==> src/hw/fblk_pkg.sv <==
// package: constants and types for the flash block lock state machine
package fblk_pkg;
   // ----------------------------------------------------------------
   // geometry
   // ----------------------------------------------------------------
   localparam int unsigned NUM_BLOCKS = 16;
   localparam int unsigned BLK_AW     = 4;

   // ----------------------------------------------------------------
   // protection status read layout (identifier mode)
   // ----------------------------------------------------------------
   localparam logic [1:0] STATUS_ADDR_SEL = 2'h2;
   localparam int unsigned LOCK_BIT       = 0;
   localparam int unsigned LOCKDOWN_BIT   = 1;

   // ----------------------------------------------------------------
   // reset values
   // ----------------------------------------------------------------
   localparam logic RST_LOCK     = 1'h1;
   localparam logic RST_LOCKDOWN = 1'h0;

   // ----------------------------------------------------------------
   // commands
   // ----------------------------------------------------------------
   typedef enum logic [1:0] {
      FBLK_CMD_LOCK     = 2'h0,
      FBLK_CMD_UNLOCK   = 2'h1,
      FBLK_CMD_LOCKDOWN = 2'h2
   } fblk_cmd_t;

   // ----------------------------------------------------------------
   // operation state of the array
   // ----------------------------------------------------------------
   typedef enum logic [4:0] {
      FBLK_IDLE       = 5'h01,
      FBLK_ERASING    = 5'h02,
      FBLK_ERASE_SUSP = 5'h04,
      FBLK_PROGRAMING = 5'h08,
      FBLK_PROG_SUSP  = 5'h10
   } fblk_state_t;
endpackage

==> src/hw/fblk_lock.sv <==
// module: per-block lock and lock-down state with write-protect gating
`timescale 1ns/1ps
`default_nettype none
module fblk_lock (
   // clock and reset
   input  wire logic                        clk,
   input  wire logic                        reset_n,
   // write-protect pin, high disables lock-down
   input  wire logic                        wp,
   // lock commands
   input  wire logic                        cmd_valid,
   input  wire logic [1:0]                  cmd_op,
   input  wire logic [fblk_pkg::BLK_AW-1:0] cmd_block,
   // array operations
   input  wire logic                        op_start,
   input  wire logic                        op_is_erase,
   input  wire logic [fblk_pkg::BLK_AW-1:0] op_block,
   input  wire logic                        op_suspend,
   input  wire logic                        op_resume,
   input  wire logic                        op_finish,
   // status read
   input  wire logic                        rd_en,
   input  wire logic [1:0]                  rd_addr,
   input  wire logic [fblk_pkg::BLK_AW-1:0] rd_block,
   // results
   output logic [15:0]                      rd_data,
   output logic                             op_error,
   output logic                             erase_busy,
   output logic                             prog_busy,
   output logic                             op_suspended,
   output logic [fblk_pkg::NUM_BLOCKS-1:0]  block_lock_flag,
   output logic [fblk_pkg::NUM_BLOCKS-1:0]  block_lockdown_flag
);
   localparam int unsigned N  = fblk_pkg::NUM_BLOCKS;
   localparam int unsigned AW = fblk_pkg::BLK_AW;

   // ----------------------------------------------------------------
   // state
   // ----------------------------------------------------------------
   fblk_pkg::fblk_state_t state;
   fblk_pkg::fblk_state_t next_state;
   logic [N-1:0] saved_lock;
   logic         wp_prev;
   logic [N-1:0] next_lock_flag;
   logic [N-1:0] next_lockdown_flag;
   logic [N-1:0] next_saved_lock;
   logic [15:0]  next_rd_data;
   logic         next_op_error;
   logic         next_erase_busy;
   logic         next_prog_busy;
   logic         next_op_suspended;

   // locked-down block whose flags are frozen while protect is low
   function automatic logic frozen(input logic ld, input logic wpl);
      return ld && !wpl;
   endfunction

   wire logic wp_rise = wp && !wp_prev;
   wire logic wp_fall = !wp && wp_prev;
   // commands dropped while a program is suspended, accepted elsewhere
   wire logic cmd_ok  = cmd_valid &&
                        (state != fblk_pkg::FBLK_PROG_SUSP);

   // ----------------------------------------------------------------
   // per-block flag update
   // ----------------------------------------------------------------
   // saved_lock tracks the lock value chosen while protect is high, so
   // a later rise can bring it back after the forced lock on the fall
   genvar g;
   generate
      for (g = 0; g < N; g++) begin : g_blk
         always_comb begin
            next_lock_flag[g]     = block_lock_flag[g];
            next_lockdown_flag[g] = block_lockdown_flag[g];
            next_saved_lock[g]    = saved_lock[g];
            if (cmd_ok && cmd_block == AW'(g) &&
                !frozen(block_lockdown_flag[g], wp)) begin
               unique case (cmd_op)
                  fblk_pkg::FBLK_CMD_LOCK: begin
                     next_lock_flag[g]  = 1'h1;
                     next_saved_lock[g] = 1'h1;
                  end
                  fblk_pkg::FBLK_CMD_UNLOCK: begin
                     next_lock_flag[g]  = 1'h0;
                     next_saved_lock[g] = 1'h0;
                  end
                  fblk_pkg::FBLK_CMD_LOCKDOWN: begin
                     next_lock_flag[g]     = 1'h1;
                     next_lockdown_flag[g] = 1'h1;
                     next_saved_lock[g]    = 1'h1;
                  end
                  default: ;
               endcase
            end
            if (wp_fall && block_lockdown_flag[g]) begin
               next_lock_flag[g] = 1'h1;
            end
            if (wp_rise && block_lockdown_flag[g]) begin
               next_lock_flag[g] = saved_lock[g];
            end
         end
      end
   endgenerate

   // ----------------------------------------------------------------
   // operation sequencing
   // ----------------------------------------------------------------
   wire logic [N-1:0] prot = block_lock_flag;

   always_comb begin
      next_state    = state;
      next_op_error = 1'h0;
      unique case (state)
         fblk_pkg::FBLK_IDLE, fblk_pkg::FBLK_ERASE_SUSP: begin
            if (op_resume && state == fblk_pkg::FBLK_ERASE_SUSP) begin
               next_state = fblk_pkg::FBLK_ERASING;
            end else if (op_start) begin
               // only a program may start while an erase is parked
               if (prot[op_block]) begin
                  next_op_error = 1'h1;
               end else if (op_is_erase &&
                            state == fblk_pkg::FBLK_IDLE) begin
                  next_state = fblk_pkg::FBLK_ERASING;
               end else if (!op_is_erase) begin
                  next_state = fblk_pkg::FBLK_PROGRAMING;
               end
            end
         end
         fblk_pkg::FBLK_ERASING: begin
            // lock state is not rechecked here: erase finishes
            if (op_finish) next_state = fblk_pkg::FBLK_IDLE;
            else if (op_suspend) next_state = fblk_pkg::FBLK_ERASE_SUSP;
         end
         fblk_pkg::FBLK_PROGRAMING: begin
            if (op_finish) next_state = fblk_pkg::FBLK_IDLE;
            else if (op_suspend) next_state = fblk_pkg::FBLK_PROG_SUSP;
         end
         fblk_pkg::FBLK_PROG_SUSP: begin
            if (op_resume) next_state = fblk_pkg::FBLK_PROGRAMING;
         end
         default: next_state = fblk_pkg::FBLK_IDLE;
      endcase
      next_erase_busy   = next_state == fblk_pkg::FBLK_ERASING;
      next_prog_busy    = next_state == fblk_pkg::FBLK_PROGRAMING;
      next_op_suspended = next_state == fblk_pkg::FBLK_ERASE_SUSP ||
                          next_state == fblk_pkg::FBLK_PROG_SUSP;
   end

   // ----------------------------------------------------------------
   // status read
   // ----------------------------------------------------------------
   always_comb begin
      next_rd_data = rd_data;
      // other identifier addresses read as zero in this block
      if (rd_en) begin
         next_rd_data = 16'h0000;
         if (rd_addr == fblk_pkg::STATUS_ADDR_SEL) begin
            next_rd_data[fblk_pkg::LOCK_BIT]     = block_lock_flag[rd_block];
            next_rd_data[fblk_pkg::LOCKDOWN_BIT] =
               block_lockdown_flag[rd_block];
         end
      end
   end

   // ----------------------------------------------------------------
   // flag registers
   // ----------------------------------------------------------------
   // wp_prev clears low, so a high pin at release looks like a rise;
   // harmless, as no block is locked down straight after reset
   always_ff @(posedge clk or negedge reset_n) begin
      if (!reset_n) begin
         block_lock_flag     <= {N{fblk_pkg::RST_LOCK}};
         block_lockdown_flag <= {N{fblk_pkg::RST_LOCKDOWN}};
         saved_lock          <= {N{fblk_pkg::RST_LOCK}};
         wp_prev             <= 1'h0;
      end else begin
         block_lock_flag     <= next_lock_flag;
         block_lockdown_flag <= next_lockdown_flag;
         saved_lock          <= next_saved_lock;
         wp_prev             <= wp;
      end
   end

   // ----------------------------------------------------------------
   // sequencing registers
   // ----------------------------------------------------------------
   // busy and suspend levels are copies of the next state, so they line
   // up with state and need no decode on the output path
   always_ff @(posedge clk or negedge reset_n) begin
      if (!reset_n) begin
         state        <= fblk_pkg::FBLK_IDLE;
         op_error     <= 1'h0;
         erase_busy   <= 1'h0;
         prog_busy    <= 1'h0;
         op_suspended <= 1'h0;
      end else begin
         state        <= next_state;
         op_error     <= next_op_error;
         erase_busy   <= next_erase_busy;
         prog_busy    <= next_prog_busy;
         op_suspended <= next_op_suspended;
      end
   end

   // ----------------------------------------------------------------
   // read register
   // ----------------------------------------------------------------
   // the read word holds between reads so a slow host may sample late
   always_ff @(posedge clk or negedge reset_n) begin
      if (!reset_n) begin
         rd_data <= 16'h0000;
      end else begin
         rd_data <= next_rd_data;
      end
   end
endmodule // fblk_lock
`default_nettype wire

==> config.mk <==
export PLATFORM = sky130hd
export DESIGN_NAME = fblk_lock
export DESIGN_NICKNAME = d
export VERILOG_FILES = /design/src/hw/fblk_pkg.sv /design/src/hw/fblk_lock.sv
export SDC_FILE = /design/constraint.sdc
export NUM_CORES = 1
export LEC_CHECK = 0
export ABC_AREA = 1
export BUFFER_PORTS_ARGS = -buffer_cell sky130_fd_sc_hd__buf_4
export CAP_MARGIN = 20
export CORE_ASPECT_RATIO = 1.1
export CORE_MARGIN = 3
export CORE_UTILIZATION = 59
export CTS_CLUSTER_DIAMETER = 120
export DETAILED_ROUTE_END_ITERATION = 16
export PLACE_DENSITY = 0.86
export REMOVE_ABC_BUFFERS = 1
export SLEW_MARGIN = 15
export SYNTH_ARGS = -nofsm -noshare
export SYNTH_HDL_FRONTEND = slang
export SYNTH_SLANG_ARGS = --single-unit
export TNS_END_PERCENT = 20
==> constraint.sdc <==
create_clock -name clk -period 4.6 [get_ports clk]
set_input_delay 0.23 -clock clk [delete_from_list [all_inputs] [get_ports clk]]
set_output_delay 0.23 -clock clk [all_outputs]
set_load 0.01 [all_outputs]
==> impl_metrics.csv, run 1 <==
group,metric,value,unit
outcome,status,"finished clean",
global_route,grt_pass1_vias,3172,
clock_network,ctsLongestPathBuffers,2,
drt,vias_per_cell,5.79,
timing,tightest_slew,0.741,ns
synth,synth_cell_type_count,33,
critical_path,r2r-end,"block_lock_flag[4]",
clock_network,path_clk_slew,0.06,ns
critical_path,crit_path_end_kind,"flip-flop",
layout,n_antenna_cell,0,
die,rows,28,
synth,yosys_warnings,0,
placement,dp_slack,2.69,ns
global_route,grt_max_degree,61,
drt,drtPass1Iterations,7,
global_route,antenna_found_initial,0,
global_route,grt_usage,29.2,%
timing,skew,0.00219,ns
critical_path,worstPathArrival,1.98,ns
layout,final_area,4180,µm²
drt,drt_iter0_markers,305,
synth,seq_area_frac_synth,43.6,%
clock_network,holdBufCountCts,1,
critical_path,rrSetupSlack,2.88,ns
timing,setup_viol,0,
clock_network,cts.htree.levels,3,
power_and_ir_drop,leakagePower,2.11,nW
clock_network,numCtsBuffers,9,
placement,place.gp.congestion,0.910,
global_route,grt_pass1_wl,15500,µm
timing,whs,0.0876,ns
die,start_util,63.1,%
layout,post-route-util,74.5,%
critical_path,critPathMaxFanout,5,
die,io_pins,78,
synth,syn-instance-count,452,
layout,final_common_cell,"nand2_1",
critical_path,worstPathRequired,4.87,ns
layout,area.growth.synth_to_final,18.0,%
drt,wl_per_cell,15.8,µm
timing,clock.fmax,0.582,GHz
layout,nFillCells,433,
die,fp.dieH,87.2,µm
placement,post-dp-hpwl,6760,µm
timing,maxSlewHeadroom,50.6,%
min_path,hold_path_startpoint,"rd_en",
min_path,worstHoldEndpoint,"rd_data[1]",
min_path,min_path_type,"in2reg",
timing,drv_slew,0,
layout,drive_above_1_share,24.8,%
job,drv_cap,0,
synth,postSynthAreaPerCell,7.83,µm²
placement,post_dp_cell_area,3990,µm²
drt,totalWireLength,9360,µm
critical_path,start_kind,"flip-flop",
global_route,grt.overflow.total,0,
timing,fin_ws,2.88,ns
die,die_area,6970,µm²
layout,fin_nets,538,
layout,final_cell_mix,"76 x nand2_1, 70 x inv_1, 63 x buf_4, 39 x a21oi_1, 34 x o21ai_0",
timing,min_period,1.72,ns
power_and_ir_drop,vdd_drop_max,0.212,mV
timing,tns,0,ns
timing,rsz0062_at_grt,"false",
clock_network,cts_tree,"yes",
die,core_area,5610,µm²
synth,synth_seq_cells,60,
layout,multiInputGateArea,1610,µm²
drt,via_count,3430,
die,die_x,79.9,µm
critical_path,crit_type,"reg2reg",
timing,min_period_over_period,37.3,%
clock_network,cts.sinks,60,
synth,syn-cell-area,3540,µm²
clock_network,cts_setup_buffers,0,
critical_path,reg2reg_depth,8,
clock_network,clockRootBuffer,"clkbuf_8",
drt,postRouteAntennaNets,0,
timing,hold_viol,0,
min_path,hold_depth,2,
critical_path,r2r_start,"state[0]",
placement,port_buffers,63,
clock_network,cts_resized,0,
drt,drc_errors,0,
clock_network,clock_latency,0.34,ns
layout,regArea,1540,µm²
power_and_ir_drop,powerDensity,353,nW/µm²
-- Yosys cell counts --
library cell	number	share of area, %
a21oi_1	39	5.5
a22oi_1	5	1.1
a31oi_1	6	1.1
buf_2	7	0.99
buf_4	15	3.2
clkbuf_1	6	0.64
conb_1	1	0.11
dfrtp_1	27	19
dfstp_2	33	24
inv_1	70	7.4
inv_4	1	0.18
nand2_1	76	8.1
nand2_4	4	1.3
nand3_1	22	3.1
nand3_2	1	0.28
nand3b_1	1	0.21
nand4_1	7	1.2
nor2_1	32	3.4
nor2_2	2	0.35
nor2_4	1	0.32
nor3_1	19	2.7
nor3_2	2	0.57
nor3_4	5	2.3
o211ai_1	6	1.3
o211ai_2	1	0.35
o21ai_0	34	4.8
o22a_1	6	1.5
o22ai_1	8	1.4
o311ai_0	2	0.49
o31ai_1	8	1.7
or2_1	2	0.35
or2_2	2	0.35
xnor2_1	1	0.25
-- routing by layer --
| metal | vias up | GRT usage, % | routed length (µm) |
|---|---|---|---|
| li1 | 1611 | - | - |
| met1 | 1608 | 37.4 | 3760 |
| met2 | 192 | 49.7 | 4640 |
| met3 | 19 | 5.80 | 808 |
| met4 | 0 | 9.68 | 150 |
| met5 | - | 0 | 0 |
-- flip-flops by register name (all words and copies together), names as in the netlist --
signal and cells:
op_suspended 1, op_error 1, prog_busy 1, saved_lock 16, block_lock_flag 16, state 5
block_lockdown_flag 16, erase_busy 1, wp_prev 1, rd_data 2
-- worst max-delay path: stages, from the launching register on --
cell and delay [ns]:
dfstp_2 0.56, nor2_1 0.09, nand3_2 0.10, nand2_4 0.09
inv_4 0.11, nand2_4 0.09, nor3_1 0.25, nand2_1 0.15
a31oi_1 0.21
-- logic make-up (layout without fill, tap and decap cells) --
logic type / Yosys count / after routing / share of synthesized area [%]
AO/OA/AOI/OAI: 115 / 115 / 19.2
flip-flops: 60 / 60 / 43.6
AND/OR/NAND/NOR: 176 / 176 / 24.5
other: 1 / 14 / 0.106
XOR/XNOR: 1 / 1 / 0.247
buffers and inverters: 99 / 151 / 12.4
-- worst max-delay path by stage --
stage                     depth (start not counted)      start  slack [ns]             endpoint
final                                             8   state[0]        2.88   block_lock_flag[4]
after global routing                              9   state[0]        2.77   block_lock_flag[9]
after CTS                                         8   state[0]        2.90   block_lock_flag[4]
after detailed placement                          6  cmd_op[0]        2.69  block_lock_flag[13]
after global placement                            6  cmd_op[0]        2.76  block_lock_flag[12]
after floorplan                                   9   state[0]        3.15  block_lock_flag[10]
-- cell type report --
cell class,instances,share of cell area [%]
multi-input combinational,306,38.5
sequential,60,36.9
timing repair buffer,64,11.6
inverter,71,6.44
clock buffer,15,4.22
tap,75,2.25
clock inverter,1,0.120
-- report_power, final --
group	leakage, nW	total (mW)	switching [mW]	internal, mW
clock	0.0937	0.433	0.194	0.239
sequential	0.634	0.684	0.0504	0.633
combinational	1.38	0.358	0.222	0.136
-- metrics by stage --
| step | power [mW] | instances |
|---|---|---|
| 3_3_place_gp | 1.03 | 575 |
| 4_1_cts | 1.47 | 592 |
| 5_1_grt | 1.56 | 592 |
| 3_5_place_dp | 1.04 | 575 |
| 6_report | 1.47 | 592 |
| 2_1_floorplan | 0.893 | 437 |
No activity file was read; power rests on OpenSTA's default activity.
==> run 2, diff against run 1 <==
--- a/config.mk
+++ b/config.mk
@@ -10,10 +10,10 @@
 export CAP_MARGIN = 20
 export CORE_ASPECT_RATIO = 1.1
 export CORE_MARGIN = 3
-export CORE_UTILIZATION = 59
+export CORE_UTILIZATION = 49
 export CTS_CLUSTER_DIAMETER = 120
 export DETAILED_ROUTE_END_ITERATION = 16
-export PLACE_DENSITY = 0.86
+export PLACE_DENSITY = 0.76
 export REMOVE_ABC_BUFFERS = 1
 export SLEW_MARGIN = 15
 export SYNTH_ARGS = -nofsm -noshare
==> constraint.sdc (replaced) <==
create_clock -name clk -period 1.5 [get_ports clk]
set_input_delay 0.075 -clock clk [delete_from_list [all_inputs] [get_ports clk]]
set_output_delay 0.075 -clock clk [all_outputs]
set_load 0.01 [all_outputs]
==> run 2 against run 1 <==
Effect of this change: the run now ends with negative setup slack left; cell count rose by 8.3%; critical path depth unchanged; sequential cell count is the same; first-iteration DRC count grew 9.5%; highest routed layer unchanged; clock skew up 0.0098 ns; count of clock-buffer cells in the layout is 4 lower.
==> impl_metrics.csv, run 2 (synthesized netlist as in run 1, its figures left out) <==
group,metric,value,unit
clock_network,cts_tree,"yes",
layout,final_common_cell,"buf_4",
clock_network,cts.sinks,60,
timing,hold_viol,0,
drt,vias_per_cell,5.73,
layout,nFillCells,543,
layout,fin_nets,580,
clock_network,clockRootBuffer,"clkbuf_8",
critical_path,startpoint,"state[0]",
layout,drive_above_1_share,34.2,%
clock_network,clock_latency,0.35,ns
placement,dp_cells,614,
outcome,violations,"negative setup slack",
layout,multiInputGateArea,1720,µm²
critical_path,crit_type,"reg2reg",
power_and_ir_drop,powerDensity,1080,nW/µm²
placement,dp_slack,-0.0764,ns
layout,largestRegisters,"block_lock_flag (16), block_lockdown_flag (16), saved_lock (16)",
placement,post-dp-hpwl,7910,µm
timing,tns,-0.548,ns
layout,fin_cells,641,
job,drv_cap,0,
die,io_pins,78,
clock_network,path_clk_slew,0.07,ns
clock_network,ctsLongestPathBuffers,2,
timing,whs,0.0248,ns
timing,skew,0.0120,ns
global_route,antenna_found_initial,0,
global_route,grt.overflow.total,0,
drt,drtPass1Iterations,5,
timing,fin_ws,-0.0839,ns
die,fp.dieH,95.1,µm
critical_path,worstPathRequired,1.77,ns
power_and_ir_drop,p_total,5.07,mW
drt,drt_iter0_markers,334,
die,rows,31,
drt,drc_errors,0,
clock_network,cts.htree.levels,3,
layout,final_cell_mix,"97 x buf_4, 72 x nand2_1, 69 x inv_1, 36 x a21oi_1, 33 x dfstp_2",
drt,via_count,3670,
global_route,grt_pass1_wl,17100,µm
critical_path,start_kind,"flip-flop",
layout,n_antenna_cell,0,
layout,area.growth.synth_to_final,32.3,%
timing,rsz0062_at_grt,"true",
die,start_util,52.1,%
timing,min_period,1.58,ns
die,core_area,6790,µm²
die,die_area,8280,µm²
min_path,min_path_type,"in2reg",
drt,wl_per_cell,16.8,µm
outcome,status,"finished, violations left",
drt,postRouteAntennaNets,0,
placement,place.gp.congestion,0.972,
critical_path,r2r_start,"state[0]",
layout,regArea,1540,µm²
timing,clock.fmax,0.631,GHz
critical_path,critPathMaxFanout,4,
power_and_ir_drop,vdd_drop_max,0.926,mV
critical_path,crit_path_end_kind,"flip-flop",
critical_path,worstPathArrival,1.86,ns
timing,drv_slew,0,
power_and_ir_drop,leakagePower,2.35,nW
global_route,grt_usage,27.0,%
timing,setup_viol,13,
timing,min_period_over_period,106,%
global_route,grt_max_degree,36,
global_route,grt_pass1_vias,3487,
drt,totalWireLength,10800,µm
min_path,hold_path_startpoint,"op_is_erase",
placement,port_buffers,63,
clock_network,numCtsBuffers,9,
die,die_x,87.0,µm
[run 2: stage by stage]
step	instance area [µm²]	util [%]
after CTS	4550	67.1
after floorplan	3420	-
final	4680	69.0
after detailed placement	4260	62.7
after global routing	4680	69.0
after global placement	4260	62.7
[run 2: power breakdown]
part	leakage [nW]	total [mW]	internal, mW	switching [mW]
registers	0.634	2.08	1.94	0.137
logic	1.62	1.41	0.615	0.796
clock network	0.103	1.58	0.930	0.649
[run 2: repair_timing]
item,CTS,global route
gates resized for setup,11,32
hold buffers,6,1
pin swaps,3,14
endpoints found under the setup margin,20,42
buffers inserted,0,4
endpoints found under the hold margin,22,2
[run 2: final cells by class]
cell class	count	area share (%)
Multi-Input combinational cell	306	36.7
Sequential cell	60	32.9
Timing Repair Buffer	106	17.9
Inverter	71	5.80
Clock buffer	11	2.80
Tap cell	82	2.19
Clock inverter	5	1.66
[run 2: final timing paths]
kind / to / slack [ns] / cells past startpoint
max: block_lock_flag[11] / -0.08 / 8
min: erase_busy / 0.02 / 3
max reg2reg: block_lock_flag[11] / -0.08 / 8
min reg2reg: saved_lock[4] / 0.46 / 2
max in group asynchronous: saved_lock[13] / 0.67 / 3
min in group asynchronous: block_lockdown_flag[7] / 0.23 / 2
[run 2: worst max-delay path: stages (launching register included)]
cell and delay [ns]:
dfstp_2 0.54, nor2_2 0.05, nand3_2 0.08, nand2_4 0.09, nor2_4 0.16, o211ai_1 0.17
nor2_1 0.18, o22ai_1 0.09, a21oi_1 0.15
[run 2: routing by layer]
metal | vias up | share of wire (%) | track usage [%]
li1 | 1691 | - | -
met3 | 25 | 9.3 | 6.91
met2 | 212 | 50 | 44.6
met1 | 1742 | 38 | 33.4
met5 | - | 0 | 0
met4 | 0 | 2.5 | 10.9
